$ cat src/design/acq_seq_map.vh
// Functional notes
// - Acquisition wait status can drive any one of output lines 1 to 4.
// - Accepted acquisition start trigger raises an acquisition-start event.
// - Accepted frame start trigger raises a frame-start event.
// - End of every exposure raises an exposure-end event.
// - Trigger pin is frame start in standard mode, acquisition start in legacy.
// - Exposure begins a fixed start delay after the trigger rising edge.
// - Start delay is a model constant, default 23.64 us.
// - With debouncing on, delay is start delay plus debounce time.
// - After exposure time elapses, sensor readout into the frame buffer starts.
// - Transmission starts only once enough lines are buffered.
// - Readout lasts (AOI height + 1) times line time plus fixed overhead.
// - Transmission time is never shorter than readout time.
// - With averaging, only one averaged image per acquisition is sent.
// - Readout-to-transmission delay varies with network readiness.
// - Wait status high while waiting for acquisition start, low after.
// - Acquisition start trigger outside waiting is ignored, overtrigger reported.
`ifndef ACQ_SEQ_MAP_VH
`define ACQ_SEQ_MAP_VH

`define ADDR_CTRL        8'h00
`define ADDR_LINE_SEL    8'h04
`define ADDR_LINE_SRC    8'h08
`define ADDR_DEBOUNCE    8'h0c
`define ADDR_AOI_HEIGHT  8'h10
`define ADDR_TX_TIME     8'h14
`define ADDR_EXPOSURE    8'h18
`define ADDR_FRAME_COUNT 8'h1c
`define ADDR_TX_THRESH   8'h20
`define ADDR_STATUS      8'h24
`define ADDR_EVT_STATUS  8'h28
`define ADDR_EVT_MASK    8'h2c
`define ADDR_CMD         8'h30

`define CTRL_LEGACY      0
`define CTRL_AVG         1
`define CTRL_DEB         2
`define CMD_ACQ_START    0
`define CMD_ACQ_STOP     1

`define EVT_ACQ_START    0
`define EVT_FRAME_START  1
`define EVT_EXP_END      2
`define EVT_ACQ_OVER     3
`define EVT_FRAME_OVER   4
`define EVT_W            5

`define SRC_LOW          2'h0
`define SRC_ACQ_WAIT     2'h1
`define SRC_EXP_ACTIVE   2'h2
`define SRC_TX_ACTIVE    2'h3

`define STAT_LINES_LSB   16

`define RST_EXPOSURE     24'h000fa0
`define RST_AOI_HEIGHT   12'h0f0
`define RST_TX_THRESH    12'h010
`define RST_FRAME_COUNT  8'h01

`define RESP_OKAY        2'b00
`define RESP_SLVERR      2'b10

`define CLK_MHZ          20
`define START_DELAY_NS   23640
`define LINE_TIME_NS     8760
`define OVERHEAD_NS      511570
`define START_DELAY_CYC  ((`START_DELAY_NS * `CLK_MHZ + 999) / 1000)
`define LINE_CYC         ((`LINE_TIME_NS * `CLK_MHZ + 999) / 1000)
`define OVERHEAD_CYC     ((`OVERHEAD_NS * `CLK_MHZ + 999) / 1000)

`endif

$ cat src/design/frame_acquisition_sequencer.v
// The AXI4-Lite register port and the placing of the registers were decided locally.
`timescale 1ns/1ns
`include "acq_seq_map.vh"
module frame_acquisition_sequencer #(
  parameter [31:0] START_DELAY_CYC = `START_DELAY_CYC,
  parameter [31:0] LINE_CYC        = `LINE_CYC,
  parameter [31:0] OVERHEAD_CYC    = `OVERHEAD_CYC
)(
  input  wire        I_CORE_CLK,
  input  wire        I_NRST,
  input  wire        I_AWVALID,
  output wire        O_AWREADY,
  input  wire [7:0]  I_AWADDR,
  input  wire        I_WVALID,
  output wire        O_WREADY,
  input  wire [31:0] I_WDATA,
  input  wire [3:0]  I_WSTRB,
  output wire        O_BVALID,
  input  wire        I_BREADY,
  output wire [1:0]  O_BRESP,
  input  wire        I_ARVALID,
  output wire        O_ARREADY,
  input  wire [7:0]  I_ARADDR,
  output wire        O_RVALID,
  input  wire        I_RREADY,
  output wire [31:0] O_RDATA,
  output wire [1:0]  O_RRESP,
  input  wire        I_EXT_TRIGGER_IN,
  input  wire        I_NET_READY,
  output wire [3:0]  O_OUTPUT_LINE,
  output wire        O_EXPOSURE_ACTIVE,
  output wire        O_READOUT_ACTIVE,
  output wire        O_TX_ACTIVE,
  output wire        O_IRQ
);

  localparam [1:0] A_WAIT    = 2'b01;
  localparam [1:0] A_RUN     = 2'b10;
  localparam [3:0] F_IDLE    = 4'b0001;
  localparam [3:0] F_DELAY   = 4'b0010;
  localparam [3:0] F_EXPOSE  = 4'b0100;
  localparam [3:0] F_READOUT = 4'b1000;

  function [31:0] merge;
    input [31:0] old;
    input [31:0] data;
    input [3:0]  strb;
    integer k;
    begin
      merge = old;
      for (k = 0; k < 4; k = k + 1)
        if (strb[k])
          merge[k*8 +: 8] = data[k*8 +: 8];
    end
  endfunction

  function mapped;
    input [7:0] a;
    begin
      mapped = ({a[7:2], 2'b00} <= `ADDR_CMD);
    end
  endfunction

  function [31:0] readout_cycles;
    input [11:0] h;
    begin
      readout_cycles = ({20'h00000, h} + 32'h1) * LINE_CYC + OVERHEAD_CYC;
    end
  endfunction

  reg        awready_reg;
  reg        arready_reg;
  reg        bvalid_reg;
  reg [1:0]  bresp_reg;
  reg        rvalid_reg;
  reg [31:0] rdata_reg;
  reg [1:0]  rresp_reg;
  reg [2:0]  ctrl_reg;
  reg [1:0]  line_sel_reg;
  reg [1:0]  line_src_reg [0:3];
  reg [15:0] deb_time_reg;
  reg [11:0] aoi_height_reg;
  reg [23:0] tx_time_reg;
  reg [23:0] exposure_reg;
  reg [7:0]  frame_count_reg;
  reg [11:0] tx_thresh_reg;
  reg [`EVT_W-1:0] evt_status_reg;
  reg [`EVT_W-1:0] evt_mask_reg;
  reg        irq_reg;
  reg [3:0]  line_out_reg;

  reg        trig_s1_reg;
  reg        trig_s2_reg;
  reg        trig_prev_reg;
  reg        deb_busy_reg;
  reg [15:0] deb_cnt_reg;
  reg [1:0]  acq_state_reg;
  reg [7:0]  frames_left_reg;
  reg [3:0]  frame_state_reg;
  reg [31:0] frame_cnt_reg;
  reg [31:0] line_cnt_reg;
  reg [11:0] lines_done_reg;
  reg        tx_pend_reg;
  reg        avg_ready_reg;
  reg        tx_busy_reg;
  reg [31:0] tx_cnt_reg;

  integer i;

  wire [7:0]  waddr    = {I_AWADDR[7:2], 2'b00};
  wire [7:0]  raddr    = {I_ARADDR[7:2], 2'b00};
  // Ready is raised only when both channels wait, so the write lands once
  wire        wr_go    = awready_reg;
  wire [31:0] wr_bits  = merge(32'h0, I_WDATA, I_WSTRB);
  wire [31:0] wr_mask  = {{8{I_WSTRB[3]}}, {8{I_WSTRB[2]}},
                          {8{I_WSTRB[1]}}, {8{I_WSTRB[0]}}};
  wire        legacy   = ctrl_reg[`CTRL_LEGACY];
  wire        avg_en   = ctrl_reg[`CTRL_AVG];
  wire        cmd_start = wr_go && waddr == `ADDR_CMD && wr_bits[`CMD_ACQ_START];
  wire        cmd_stop  = wr_go && waddr == `ADDR_CMD && wr_bits[`CMD_ACQ_STOP];
  wire        trig_rise = trig_s2_reg & ~trig_prev_reg;
  wire        acq_wait  = acq_state_reg == A_WAIT;
  wire [31:0] rd_total  = readout_cycles(aoi_height_reg);
  wire [31:0] tx_eff    = ({8'h00, tx_time_reg} > rd_total) ?
                          {8'h00, tx_time_reg} : rd_total;
  wire        rd_last   = frame_state_reg == F_READOUT &&
                          frame_cnt_reg >= rd_total - 32'h1;

  reg         trig_qual;
  reg         acq_trig;
  reg         frame_trig;
  reg         frame_ok;
  reg         tx_go;
  reg [`EVT_W-1:0] evt;

  always @*
  begin
    trig_qual = 1'b0;
    if (!ctrl_reg[`CTRL_DEB] || deb_time_reg == 16'h0)
      trig_qual = trig_rise;
    else if (deb_busy_reg && trig_s2_reg &&
             deb_cnt_reg == deb_time_reg - 16'h1)
      trig_qual = 1'b1;
  end

  always @*
  begin
    acq_trig   = legacy ? trig_qual : cmd_start;
    frame_trig = legacy ? (acq_trig & acq_wait) : trig_qual;
    // Buffer holds one frame: a trigger is refused until the last frame starts to leave
    frame_ok   = frame_trig && frame_state_reg == F_IDLE && !tx_pend_reg &&
                 !avg_ready_reg && (legacy || acq_state_reg == A_RUN);
    // A threshold above the frame height still lets the finished frame go
    tx_go      = !tx_busy_reg && I_NET_READY &&
                 ((tx_pend_reg && (lines_done_reg >= tx_thresh_reg ||
                                   frame_state_reg == F_IDLE)) ||
                  avg_ready_reg);
    evt = {`EVT_W{1'b0}};
    evt[`EVT_ACQ_START]   = acq_trig & acq_wait;
    evt[`EVT_ACQ_OVER]    = acq_trig & ~acq_wait;
    evt[`EVT_FRAME_START] = frame_ok;
    evt[`EVT_FRAME_OVER]  = frame_trig & ~frame_ok;
    // Written this way a zero exposure still ends after one cycle
    evt[`EVT_EXP_END]     = frame_state_reg == F_EXPOSE &&
                            frame_cnt_reg + 32'h1 >= {8'h00, exposure_reg};
  end

  always @(posedge I_CORE_CLK or negedge I_NRST)
  begin
    if (!I_NRST)
    begin
      trig_s1_reg   <= 1'b0;
      trig_s2_reg   <= 1'b0;
      trig_prev_reg <= 1'b0;
      deb_busy_reg  <= 1'b0;
      deb_cnt_reg   <= 16'h0;
    end
    else
    begin
      trig_s1_reg   <= I_EXT_TRIGGER_IN;
      trig_s2_reg   <= trig_s1_reg;
      trig_prev_reg <= trig_s2_reg;
      // A pulse shorter than the debounce time is dropped
      if (trig_rise)
      begin
        deb_busy_reg <= 1'b1;
        deb_cnt_reg  <= 16'h0;
      end
      else if (!trig_s2_reg || trig_qual)
        deb_busy_reg <= 1'b0;
      else if (deb_busy_reg)
        deb_cnt_reg <= deb_cnt_reg + 16'h1;
    end
  end

  always @(posedge I_CORE_CLK or negedge I_NRST)
  begin
    if (!I_NRST)
    begin
      acq_state_reg   <= A_WAIT;
      frames_left_reg <= 8'h0;
      frame_state_reg <= F_IDLE;
      frame_cnt_reg   <= 32'h0;
      line_cnt_reg    <= 32'h0;
      lines_done_reg  <= 12'h0;
      tx_pend_reg     <= 1'b0;
      avg_ready_reg   <= 1'b0;
      tx_busy_reg     <= 1'b0;
      tx_cnt_reg      <= 32'h0;
    end
    else
    begin
      case (acq_state_reg)
        A_WAIT:
          if (acq_trig)
          begin
            acq_state_reg   <= A_RUN;
            // A legacy start carries its own single frame
            frames_left_reg <= legacy ? 8'h0 : frame_count_reg;
          end
        A_RUN:
          if (cmd_stop || (rd_last && frames_left_reg == 8'h0) ||
              frames_left_reg == 8'h0 && frame_state_reg == F_IDLE)
            acq_state_reg <= A_WAIT;
        default:
          acq_state_reg <= A_WAIT;
      endcase
      if (frame_ok && frames_left_reg != 8'h0)
        frames_left_reg <= frames_left_reg - 8'h1;

      frame_cnt_reg <= frame_cnt_reg + 32'h1;
      case (frame_state_reg)
        F_IDLE:
          if (frame_ok)
          begin
            frame_state_reg <= F_DELAY;
            frame_cnt_reg   <= 32'h0;
          end
        F_DELAY:
          if (frame_cnt_reg >= START_DELAY_CYC - 32'h1)
          begin
            frame_state_reg <= F_EXPOSE;
            frame_cnt_reg   <= 32'h0;
          end
        F_EXPOSE:
          if (evt[`EVT_EXP_END])
          begin
            frame_state_reg <= F_READOUT;
            frame_cnt_reg   <= 32'h0;
            line_cnt_reg    <= 32'h0;
            lines_done_reg  <= 12'h0;
            tx_pend_reg     <= !avg_en;
          end
        F_READOUT:
        begin
          line_cnt_reg <= line_cnt_reg + 32'h1;
          if (line_cnt_reg >= LINE_CYC - 32'h1)
          begin
            line_cnt_reg <= 32'h0;
            if (lines_done_reg <= aoi_height_reg)
              lines_done_reg <= lines_done_reg + 12'h1;
          end
          if (rd_last)
          begin
            frame_state_reg <= F_IDLE;
            if (avg_en && (frames_left_reg == 8'h0 || legacy))
              avg_ready_reg <= 1'b1;
          end
        end
        default:
          frame_state_reg <= F_IDLE;
      endcase

      if (tx_go)
      begin
        tx_busy_reg   <= 1'b1;
        tx_cnt_reg    <= 32'h0;
        tx_pend_reg   <= 1'b0;
        avg_ready_reg <= 1'b0;
      end
      else if (tx_busy_reg)
      begin
        tx_cnt_reg <= tx_cnt_reg + 32'h1;
        if (tx_cnt_reg >= tx_eff - 32'h1)
          tx_busy_reg <= 1'b0;
      end
    end
  end

  always @(posedge I_CORE_CLK or negedge I_NRST)
  begin
    if (!I_NRST)
    begin
      awready_reg     <= 1'b0;
      bvalid_reg      <= 1'b0;
      bresp_reg       <= `RESP_OKAY;
      ctrl_reg        <= 3'h0;
      line_sel_reg    <= 2'h0;
      deb_time_reg    <= 16'h0;
      aoi_height_reg  <= `RST_AOI_HEIGHT;
      tx_time_reg     <= 24'h0;
      exposure_reg    <= `RST_EXPOSURE;
      frame_count_reg <= `RST_FRAME_COUNT;
      tx_thresh_reg   <= `RST_TX_THRESH;
      evt_status_reg  <= {`EVT_W{1'b0}};
      evt_mask_reg    <= {`EVT_W{1'b0}};
      irq_reg         <= 1'b0;
      line_out_reg    <= 4'h0;
      for (i = 0; i < 4; i = i + 1)
        line_src_reg[i] <= `SRC_LOW;
    end
    else
    begin
      awready_reg <= I_AWVALID && I_WVALID && !awready_reg && !bvalid_reg;
      if (wr_go)
      begin
        bvalid_reg <= 1'b1;
        bresp_reg  <= mapped(I_AWADDR) ? `RESP_OKAY : `RESP_SLVERR;
        case (waddr)
          `ADDR_CTRL:
            ctrl_reg <= wr_bits[2:0] | (ctrl_reg & ~wr_mask[2:0]);
          `ADDR_LINE_SEL:
            line_sel_reg <= wr_bits[1:0] | (line_sel_reg & ~{2{I_WSTRB[0]}});
          `ADDR_LINE_SRC:
            if (I_WSTRB[0])
              line_src_reg[line_sel_reg] <= I_WDATA[1:0];
          `ADDR_DEBOUNCE:
            deb_time_reg <= wr_bits[15:0] | (deb_time_reg & ~wr_mask[15:0]);
          `ADDR_AOI_HEIGHT:
            aoi_height_reg <= wr_bits[11:0] |
                              (aoi_height_reg & ~wr_mask[11:0]);
          `ADDR_TX_TIME:
            tx_time_reg <= wr_bits[23:0] | (tx_time_reg & ~wr_mask[23:0]);
          `ADDR_EXPOSURE:
            exposure_reg <= wr_bits[23:0] | (exposure_reg & ~wr_mask[23:0]);
          `ADDR_FRAME_COUNT:
            frame_count_reg <= wr_bits[7:0] |
                               (frame_count_reg & ~{8{I_WSTRB[0]}});
          `ADDR_TX_THRESH:
            tx_thresh_reg <= wr_bits[11:0] |
                             (tx_thresh_reg & ~wr_mask[11:0]);
          `ADDR_EVT_MASK:
            evt_mask_reg <= wr_bits[`EVT_W-1:0] |
                            (evt_mask_reg & ~{`EVT_W{I_WSTRB[0]}});
          default:
            ;
        endcase
      end
      else if (bvalid_reg && I_BREADY)
        bvalid_reg <= 1'b0;
      // A new event wins over a write-one-to-clear in the same cycle
      evt_status_reg <= (evt_status_reg &
                         ~((wr_go && waddr == `ADDR_EVT_STATUS) ?
                           wr_bits[`EVT_W-1:0] : {`EVT_W{1'b0}})) | evt;
      // A set mask bit keeps its event off the interrupt line
      irq_reg <= |(evt_status_reg & ~evt_mask_reg);
      for (i = 0; i < 4; i = i + 1)
        case (line_src_reg[i])
          `SRC_ACQ_WAIT:   line_out_reg[i] <= acq_wait;
          `SRC_EXP_ACTIVE: line_out_reg[i] <= frame_state_reg == F_EXPOSE;
          `SRC_TX_ACTIVE:  line_out_reg[i] <= tx_busy_reg;
          default:         line_out_reg[i] <= 1'b0;
        endcase
    end
  end

  always @(posedge I_CORE_CLK or negedge I_NRST)
  begin
    if (!I_NRST)
    begin
      arready_reg <= 1'b0;
      rvalid_reg  <= 1'b0;
      rdata_reg   <= 32'h0;
      rresp_reg   <= `RESP_OKAY;
    end
    else
    begin
      arready_reg <= I_ARVALID && !arready_reg && !rvalid_reg;
      if (arready_reg)
      begin
        rvalid_reg <= 1'b1;
        rresp_reg  <= mapped(I_ARADDR) ? `RESP_OKAY : `RESP_SLVERR;
        case (raddr)
          `ADDR_CTRL:        rdata_reg <= {29'h0, ctrl_reg};
          `ADDR_LINE_SEL:    rdata_reg <= {30'h0, line_sel_reg};
          `ADDR_LINE_SRC:    rdata_reg <= {30'h0, line_src_reg[line_sel_reg]};
          `ADDR_DEBOUNCE:    rdata_reg <= {16'h0, deb_time_reg};
          `ADDR_AOI_HEIGHT:  rdata_reg <= {20'h0, aoi_height_reg};
          `ADDR_TX_TIME:     rdata_reg <= {8'h0, tx_time_reg};
          `ADDR_EXPOSURE:    rdata_reg <= {8'h0, exposure_reg};
          `ADDR_FRAME_COUNT: rdata_reg <= {24'h0, frame_count_reg};
          `ADDR_TX_THRESH:   rdata_reg <= {20'h0, tx_thresh_reg};
          `ADDR_STATUS:
            rdata_reg <= {4'h0, lines_done_reg, 7'h0, avg_ready_reg,
                          tx_pend_reg, tx_busy_reg, frame_state_reg,
                          acq_state_reg};
          `ADDR_EVT_STATUS:  rdata_reg <= {27'h0, evt_status_reg};
          `ADDR_EVT_MASK:    rdata_reg <= {27'h0, evt_mask_reg};
          default:           rdata_reg <= 32'h0;
        endcase
      end
      else if (rvalid_reg && I_RREADY)
        rvalid_reg <= 1'b0;
    end
  end

  assign O_AWREADY         = awready_reg;
  assign O_WREADY          = awready_reg;
  assign O_BVALID          = bvalid_reg;
  assign O_BRESP           = bresp_reg;
  assign O_ARREADY         = arready_reg;
  assign O_RVALID          = rvalid_reg;
  assign O_RDATA           = rdata_reg;
  assign O_RRESP           = rresp_reg;
  assign O_OUTPUT_LINE     = line_out_reg;
  assign O_EXPOSURE_ACTIVE = frame_state_reg[2];
  assign O_READOUT_ACTIVE  = frame_state_reg[3];
  assign O_TX_ACTIVE       = tx_busy_reg;
  assign O_IRQ             = irq_reg;

endmodule // frame_acquisition_sequencer

$ cat config.mk
export PLATFORM = sky130hd
export DESIGN_NAME = frame_acquisition_sequencer
export DESIGN_NICKNAME = d
export VERILOG_FILES = /design/src/design/frame_acquisition_sequencer.v
export VERILOG_INCLUDE_DIRS = /design/src /design/src/design
export SDC_FILE = /design/constraint.sdc
export NUM_CORES = 1
export LEC_CHECK = 0
export CAP_MARGIN = 20
export CORE_ASPECT_RATIO = 1.25
export CORE_UTILIZATION = 30
export CTS_CLUSTER_SIZE = 20
export DETAILED_ROUTE_END_ITERATION = 8
export DONT_BUFFER_PORTS = 1
export PLACE_DENSITY = 0.55
export SETUP_SLACK_MARGIN = 0.5
export SLEW_MARGIN = 15
export SYNTH_ARGS = -nofsm -noshare
export SYNTH_HDL_FRONTEND = slang
export SYNTH_SLANG_ARGS = --single-unit
$ cat constraint.sdc
create_clock -name I_CORE_CLK -period 11.65 [get_ports I_CORE_CLK]
set_input_delay 0.5825 -clock I_CORE_CLK [delete_from_list [all_inputs] [get_ports I_CORE_CLK]]
set_output_delay 0.5825 -clock I_CORE_CLK [all_outputs]
set_load 0.02 [all_outputs]
# --- Word level (Yosys, flattened, before mapping) ---
# Index checks and enable logic that the tools add are counted.
classes:
  add_sub_neg: 11
  n_mul: 1
  n_lt_le_gt_ge: 12
  eq_ne: 50
  muxes: 66
  bitwise: 38
  reduce_logical: 82
ops:
  columns: ["cell", "n"]
  rows:
  - ["one-hot mux 28 bit (12 select lines)", 1]
  - ["two-way mux 32 bit", 7]
  - ["adder 32 x 1 -> 32 bit, second input constant", 3]
  - ["one-hot mux 32 bit (3 select lines)", 1]
  - [">= comparator 32 bit", 2]
  - ["one-hot mux 32 bit (2 select lines)", 1]
  - ["two-way mux 8 bit", 7]
  - ["AND 24 bit", 2]
  - ["equality test 6 x 3 -> 1 bit, second input constant", 8]
  - ["equality test 6 x 4 -> 1 bit, second input constant", 8]
  - ["two-way mux 16 bit", 3]
  - ["OR 24 bit", 2]
  - ["two-way mux 12 bit", 3]
  - [">= comparator 32 x 24 -> 1 bit", 1]
  - [">= comparator 32 x 8 -> 1 bit, second input constant", 1]
  - [">= comparator 32 x 9 -> 1 bit, second input constant", 1]
  - ["AND reduction 2 bit", 14]
  - ["logical AND 1 bit", 27]
  - ["nonzero test 2 bit", 13]
  - ["subtractor 24 x 1 -> 25 bit, second input constant", 1]
  - ["AND 12 bit", 2]
  - ["equality test 6 x 2 -> 1 bit, second input constant", 4]
  - ["greater-than comparator 24 x 22 -> 1 bit", 1]
  - ["zero test 8 bit", 3]
  - ["other kinds (63)", 144]
totals:
  ff_bits: 309
  in_bits: 61
  out_inout_bits: 49

# --- Logic depth before layout (Yosys ltp) ---
logic_depth:
  depth_word: 15
  ltp_mapped: 49

# --- Worst setup path after synthesis ---
# Ideal clock, no wire load.
synth_timing:
  path_type: "register to register"
  startpoint: "register with a tool-made name"
  endpoint: "register tx_busy_reg (netlist: O_TX_ACTIVE)"
  setup_ps: 65
  arrival_ps: 9413
  required_ps: 11585
  setup_slack_ps: 2173
  path_stages_with_launch: 47
  path_buffers: 3
  cell_sequence: "dfstp_2 -> inv_1 -> nor3_1 -> and3_1 -> nand3_1 -> nor3_1 -> xnor2_1 -> inv_1 -> ha_1 -> inv_1 -> fa_1 -> inv_1 -> ha_1 -> buf_2 -> inv_1 -> a2111oi_0 -> o2bb2ai_1 -> a311oi_1 -> [... 11 more ...] -> nor2b_1 -> nand2_1 -> or4_1 -> clkbuf_1 -> nor4_1 -> nand2_1 -> ha_1 -> a21o_1 -> a21oi_1 -> nor2b_1 -> o21ai_0 -> nand2b_1 -> a21oi_1 -> nor2b_1 -> o21ai_0 -> o2111ai_1 -> a2111oi_0 -> or4_1"
synth_lines:
  columns: ["element", "line_no", "source"]
  rows:
  - ["end signal: assignment", "frame_acquisition_sequencer.v:208", "tx_busy_reg <= 1'b0;"]
  - ["end signal: assignment", "frame_acquisition_sequencer.v:276", "tx_busy_reg <= 1'b1;"]
  - ["end signal: assignment", "frame_acquisition_sequencer.v:285", "tx_busy_reg <= 1'b0;"]
  - ["end: declaration", "frame_acquisition_sequencer.v:105", "reg tx_busy_reg;"]

==> results.toml <==
[synthesis]
ys_seq_elements = 303
synth-edff-count = 0
synth_common_cells = "dfrtp_1, nand2_1, inv_1"
seq_area_frac_synth_pct = 38.0
ys_async_sr_fraction_pct = 100
synth_warnings = 0
synth_top_area_cell = "dfrtp_1"
yosys.area.top_type_share_pct = 36.2
synth_area_leaders = "dfrtp_1, ha_1, mux2_2"
synth_cell_type_count = 86
synth_cells = 2090
synth_area_um2 = 20000
avgSynthCellArea_um2 = 9.56
yosysMostFrequentCell = "dfrtp_1"
synth-main-ff-cell = "dfrtp_1"

[cells_and_area]
nets = 2299
final_cell_area_um2 = 22300
antennaDiodeCount = 0
drive_gt1_share_pct = 12.6
area_growth_syn_to_layout_pct = 11.8

[setup_path]
cp_max_fo = 8
worstSetupStartpointType = "register"
max_stage_delay_ns = 0.59
critical_path_required_ns = 12.15
cpMaxStageDelayCell = "dfstp_2"
path_class = "reg -> reg"
r2r-end = "O_TX_ACTIVE"
r2r_slack_ns = 1.25
crit_arrival_ns = 10.89
crit_path_end_kind = "register"
r2r_cells = 43

[timing]
fin_skew_ns = 0.0202
max_freq_ghz = 0.0962
worstMarginPinSlew_ns = 0.985
slew_headroom_pct = 34.1
period_share_pct = 89.2
rsz0062_at_grt = "no"
report.final.slew_viol_count = 0
setup_tns_ns = 0
final_hold_viol_count = 0
final-setup-viol-count = 0
fin_crit_ns = 10.40

[route]
wl_per_cell_um = 20.4
firstDrtPassIters = 9
drtIter0Drc = 1122
remaining_drc_errors = 0
vias_per_cell = 5.37
ant_nets = 0
wirelength_mm = 60.5
dr_total_vias = 15900

[power]
p_sw_w = 0.000976
combPwrFrac_pct = 21.5
irDropWorstVdd_uv = 91.7
power.density_nw_per_um2 = 144
pwr-share-seq_pct = 39.6
p_sw_share_pct = 30.4
p_leak_nw = 10.3
clockPowerShare_pct = 38.9
internal-power_w = 0.00223

[die]
die_area_um2 = 67600
ioPinCount = 110
floorplan.initialDensity_pct = 30.4
core.rowCount = 105
core_um2 = 65700
die_h_um = 291
die_x_um = 233

[placement]
place_area_um2 = 20900
place.gp.congestion = 0.918
port_buffers = 0
hpwlAfterDp_mm = 46.0

[global_route]
grt-ovfl-total = 0
grt_pass1_vias = 15800
grt_first_pass_wirelength_mm = 94.0
antenna_found_initial = 3
grt_use_total_pct = 17.9
grt_max_degree = 304

[run_status]
status = "finished clean"

[clock_tree]
clkLatencyLatePin_ns = 0.56
cts_tree = "built"
cts_sinks = 303
cts_made_buffers = 38
cts.clk_slew.worst_paths_ns = 0.06
root_buffer = "clkbuf_16"
clock_path_buffers = 3
cts-htree-levels = 2

[hold_path]
hold_end = "trig_s1_reg"
hold_depth = 0
hp-start = "I_EXT_TRIGGER_IN"
hp-class = "in -> reg"

[run]
cap_violations = 0
[through the flow]
step | instances | utilization (%) | setup WS (ns) | power [W] | hold WS, ns
6_report | 2959 | 34.0 | 1.25 | 0.00321 | 0.0527
5_1_grt | 2959 | 34.0 | 0.512 | 0.00339 | 0.0308
4_1_cts | 2954 | 33.8 | 0.985 | 0.00324 | 0.0194
3_5_place_dp | 2886 | 31.8 | 1.02 | 0.00194 | 0.301
3_3_place_gp | 2886 | 31.8 | 1.13 | 0.00192 | 0.303
2_1_floorplan | 2095 | - | 2.17 | 0.00176 | 0.287
[power groups by stage]
stage	Clock (W)	Sequential (W)	Combinational, W
after global routing	0.00132	0.00128	0.000782
after floorplan	0	0.00124	0.000525
after global placement	0	0.00128	0.000635
final	0.00125	0.00127	0.000689
after detailed placement	0	0.00129	0.000658
after CTS	0.00128	0.00127	0.000686
[layout make-up]
class / count / area, um2
Clock buffer: 57 / 1150
Sequential cell: 303 / 7600
Clock inverter: 10 / 173
Inverter: 155 / 582
Timing Repair Buffer: 24 / 254
Fill cell: 6709 / 43400
Multi-Input combinational cell: 1554 / 11500
Tap cell: 856 / 1070
[worst max-delay path, delay by kind of cell, from the launching register on]
kind,cells,cell delay [ns]
buf+inv,5,0.38
simple gates,20,4.78
compound gates,10,2.01
flops,1,0.59
fa+ha+maj,6,2.14
xor+xnor,2,0.44
[cells in the final DEF (no fill, tap or decap), types with 10 or more instances in the layout]
| master | instances |
|---|---|
| dfstp_2 | 14 |
| o21a_1 | 25 |
| nand4_1 | 37 |
| nor2b_1 | 37 |
| ha_1 | 153 |
| buf_4 | 18 |
| and4_1 | 11 |
| a21o_1 | 49 |
| a222oi_1 | 21 |
| o31ai_1 | 10 |
| mux2_2 | 113 |
| a31oi_1 | 10 |
| nand2b_1 | 41 |
| xor2_1 | 59 |
| nor3_1 | 38 |
| and3_1 | 55 |
| mux2_4 | 15 |
| mux2i_1 | 13 |
| or3_1 | 20 |
| a21oi_1 | 67 |
| xnor2_1 | 84 |
| clkbuf_8 | 11 |
| a22oi_1 | 24 |
| clkbuf_16 | 39 |
| nand3_1 | 72 |
| inv_1 | 154 |
| or4_1 | 12 |
| o22ai_1 | 20 |
| o21ai_0 | 89 |
| nor2_1 | 141 |
| nand2_1 | 154 |
| dfrtp_1 | 288 |
| nor4_1 | 24 |
[worst max-delay path by stage]
| stage | startpoint | slack (ns) | endpoint | cells after the start |
|---|---|---|---|---|
| 2_1_floorplan | register | 2.17 | O_TX_ACTIVE | 46 |
| 5_1_grt | register | 0.51 | O_TX_ACTIVE | 43 |
| 4_1_cts | register | 0.99 | O_TX_ACTIVE | 43 |
| 3_3_place_gp | register | 1.13 | O_TX_ACTIVE | 44 |
| 3_5_place_dp | register | 1.02 | O_TX_ACTIVE | 43 |
| 6_report | register | 1.25 | O_TX_ACTIVE | 43 |
[cells by family after synthesis]
family	synth area share [%]
adder cells (fa/ha/maj)	10.5
AND/OR/NAND/NOR	18.0
other	0.0188
AO/OA/AOI/OAI	13.6
buffers and inverters	4.70
multiplexers	8.49
XOR/XNOR	6.70
flip-flops	38.0
[routing by layer]
layer	share of wire (%)	wire length [um]	global-route usage, %	up-vias
met5	0.035	21	0	-
li1	-	-	-	7456
met2	49	29600	30.7	469
met4	4.4	2630	7.36	4
met1	41	24500	21.6	7826
met3	6.2	3730	3.78	136
[repair_timing]
item                                   CTS  global route
endpoints found under the hold margin  303            67
setup buffers                            0             0
gates resized for setup                  0             5
setup endpoints to repair                0             1
hold buffers                             1             1
(Power assumes the default switching activity.)
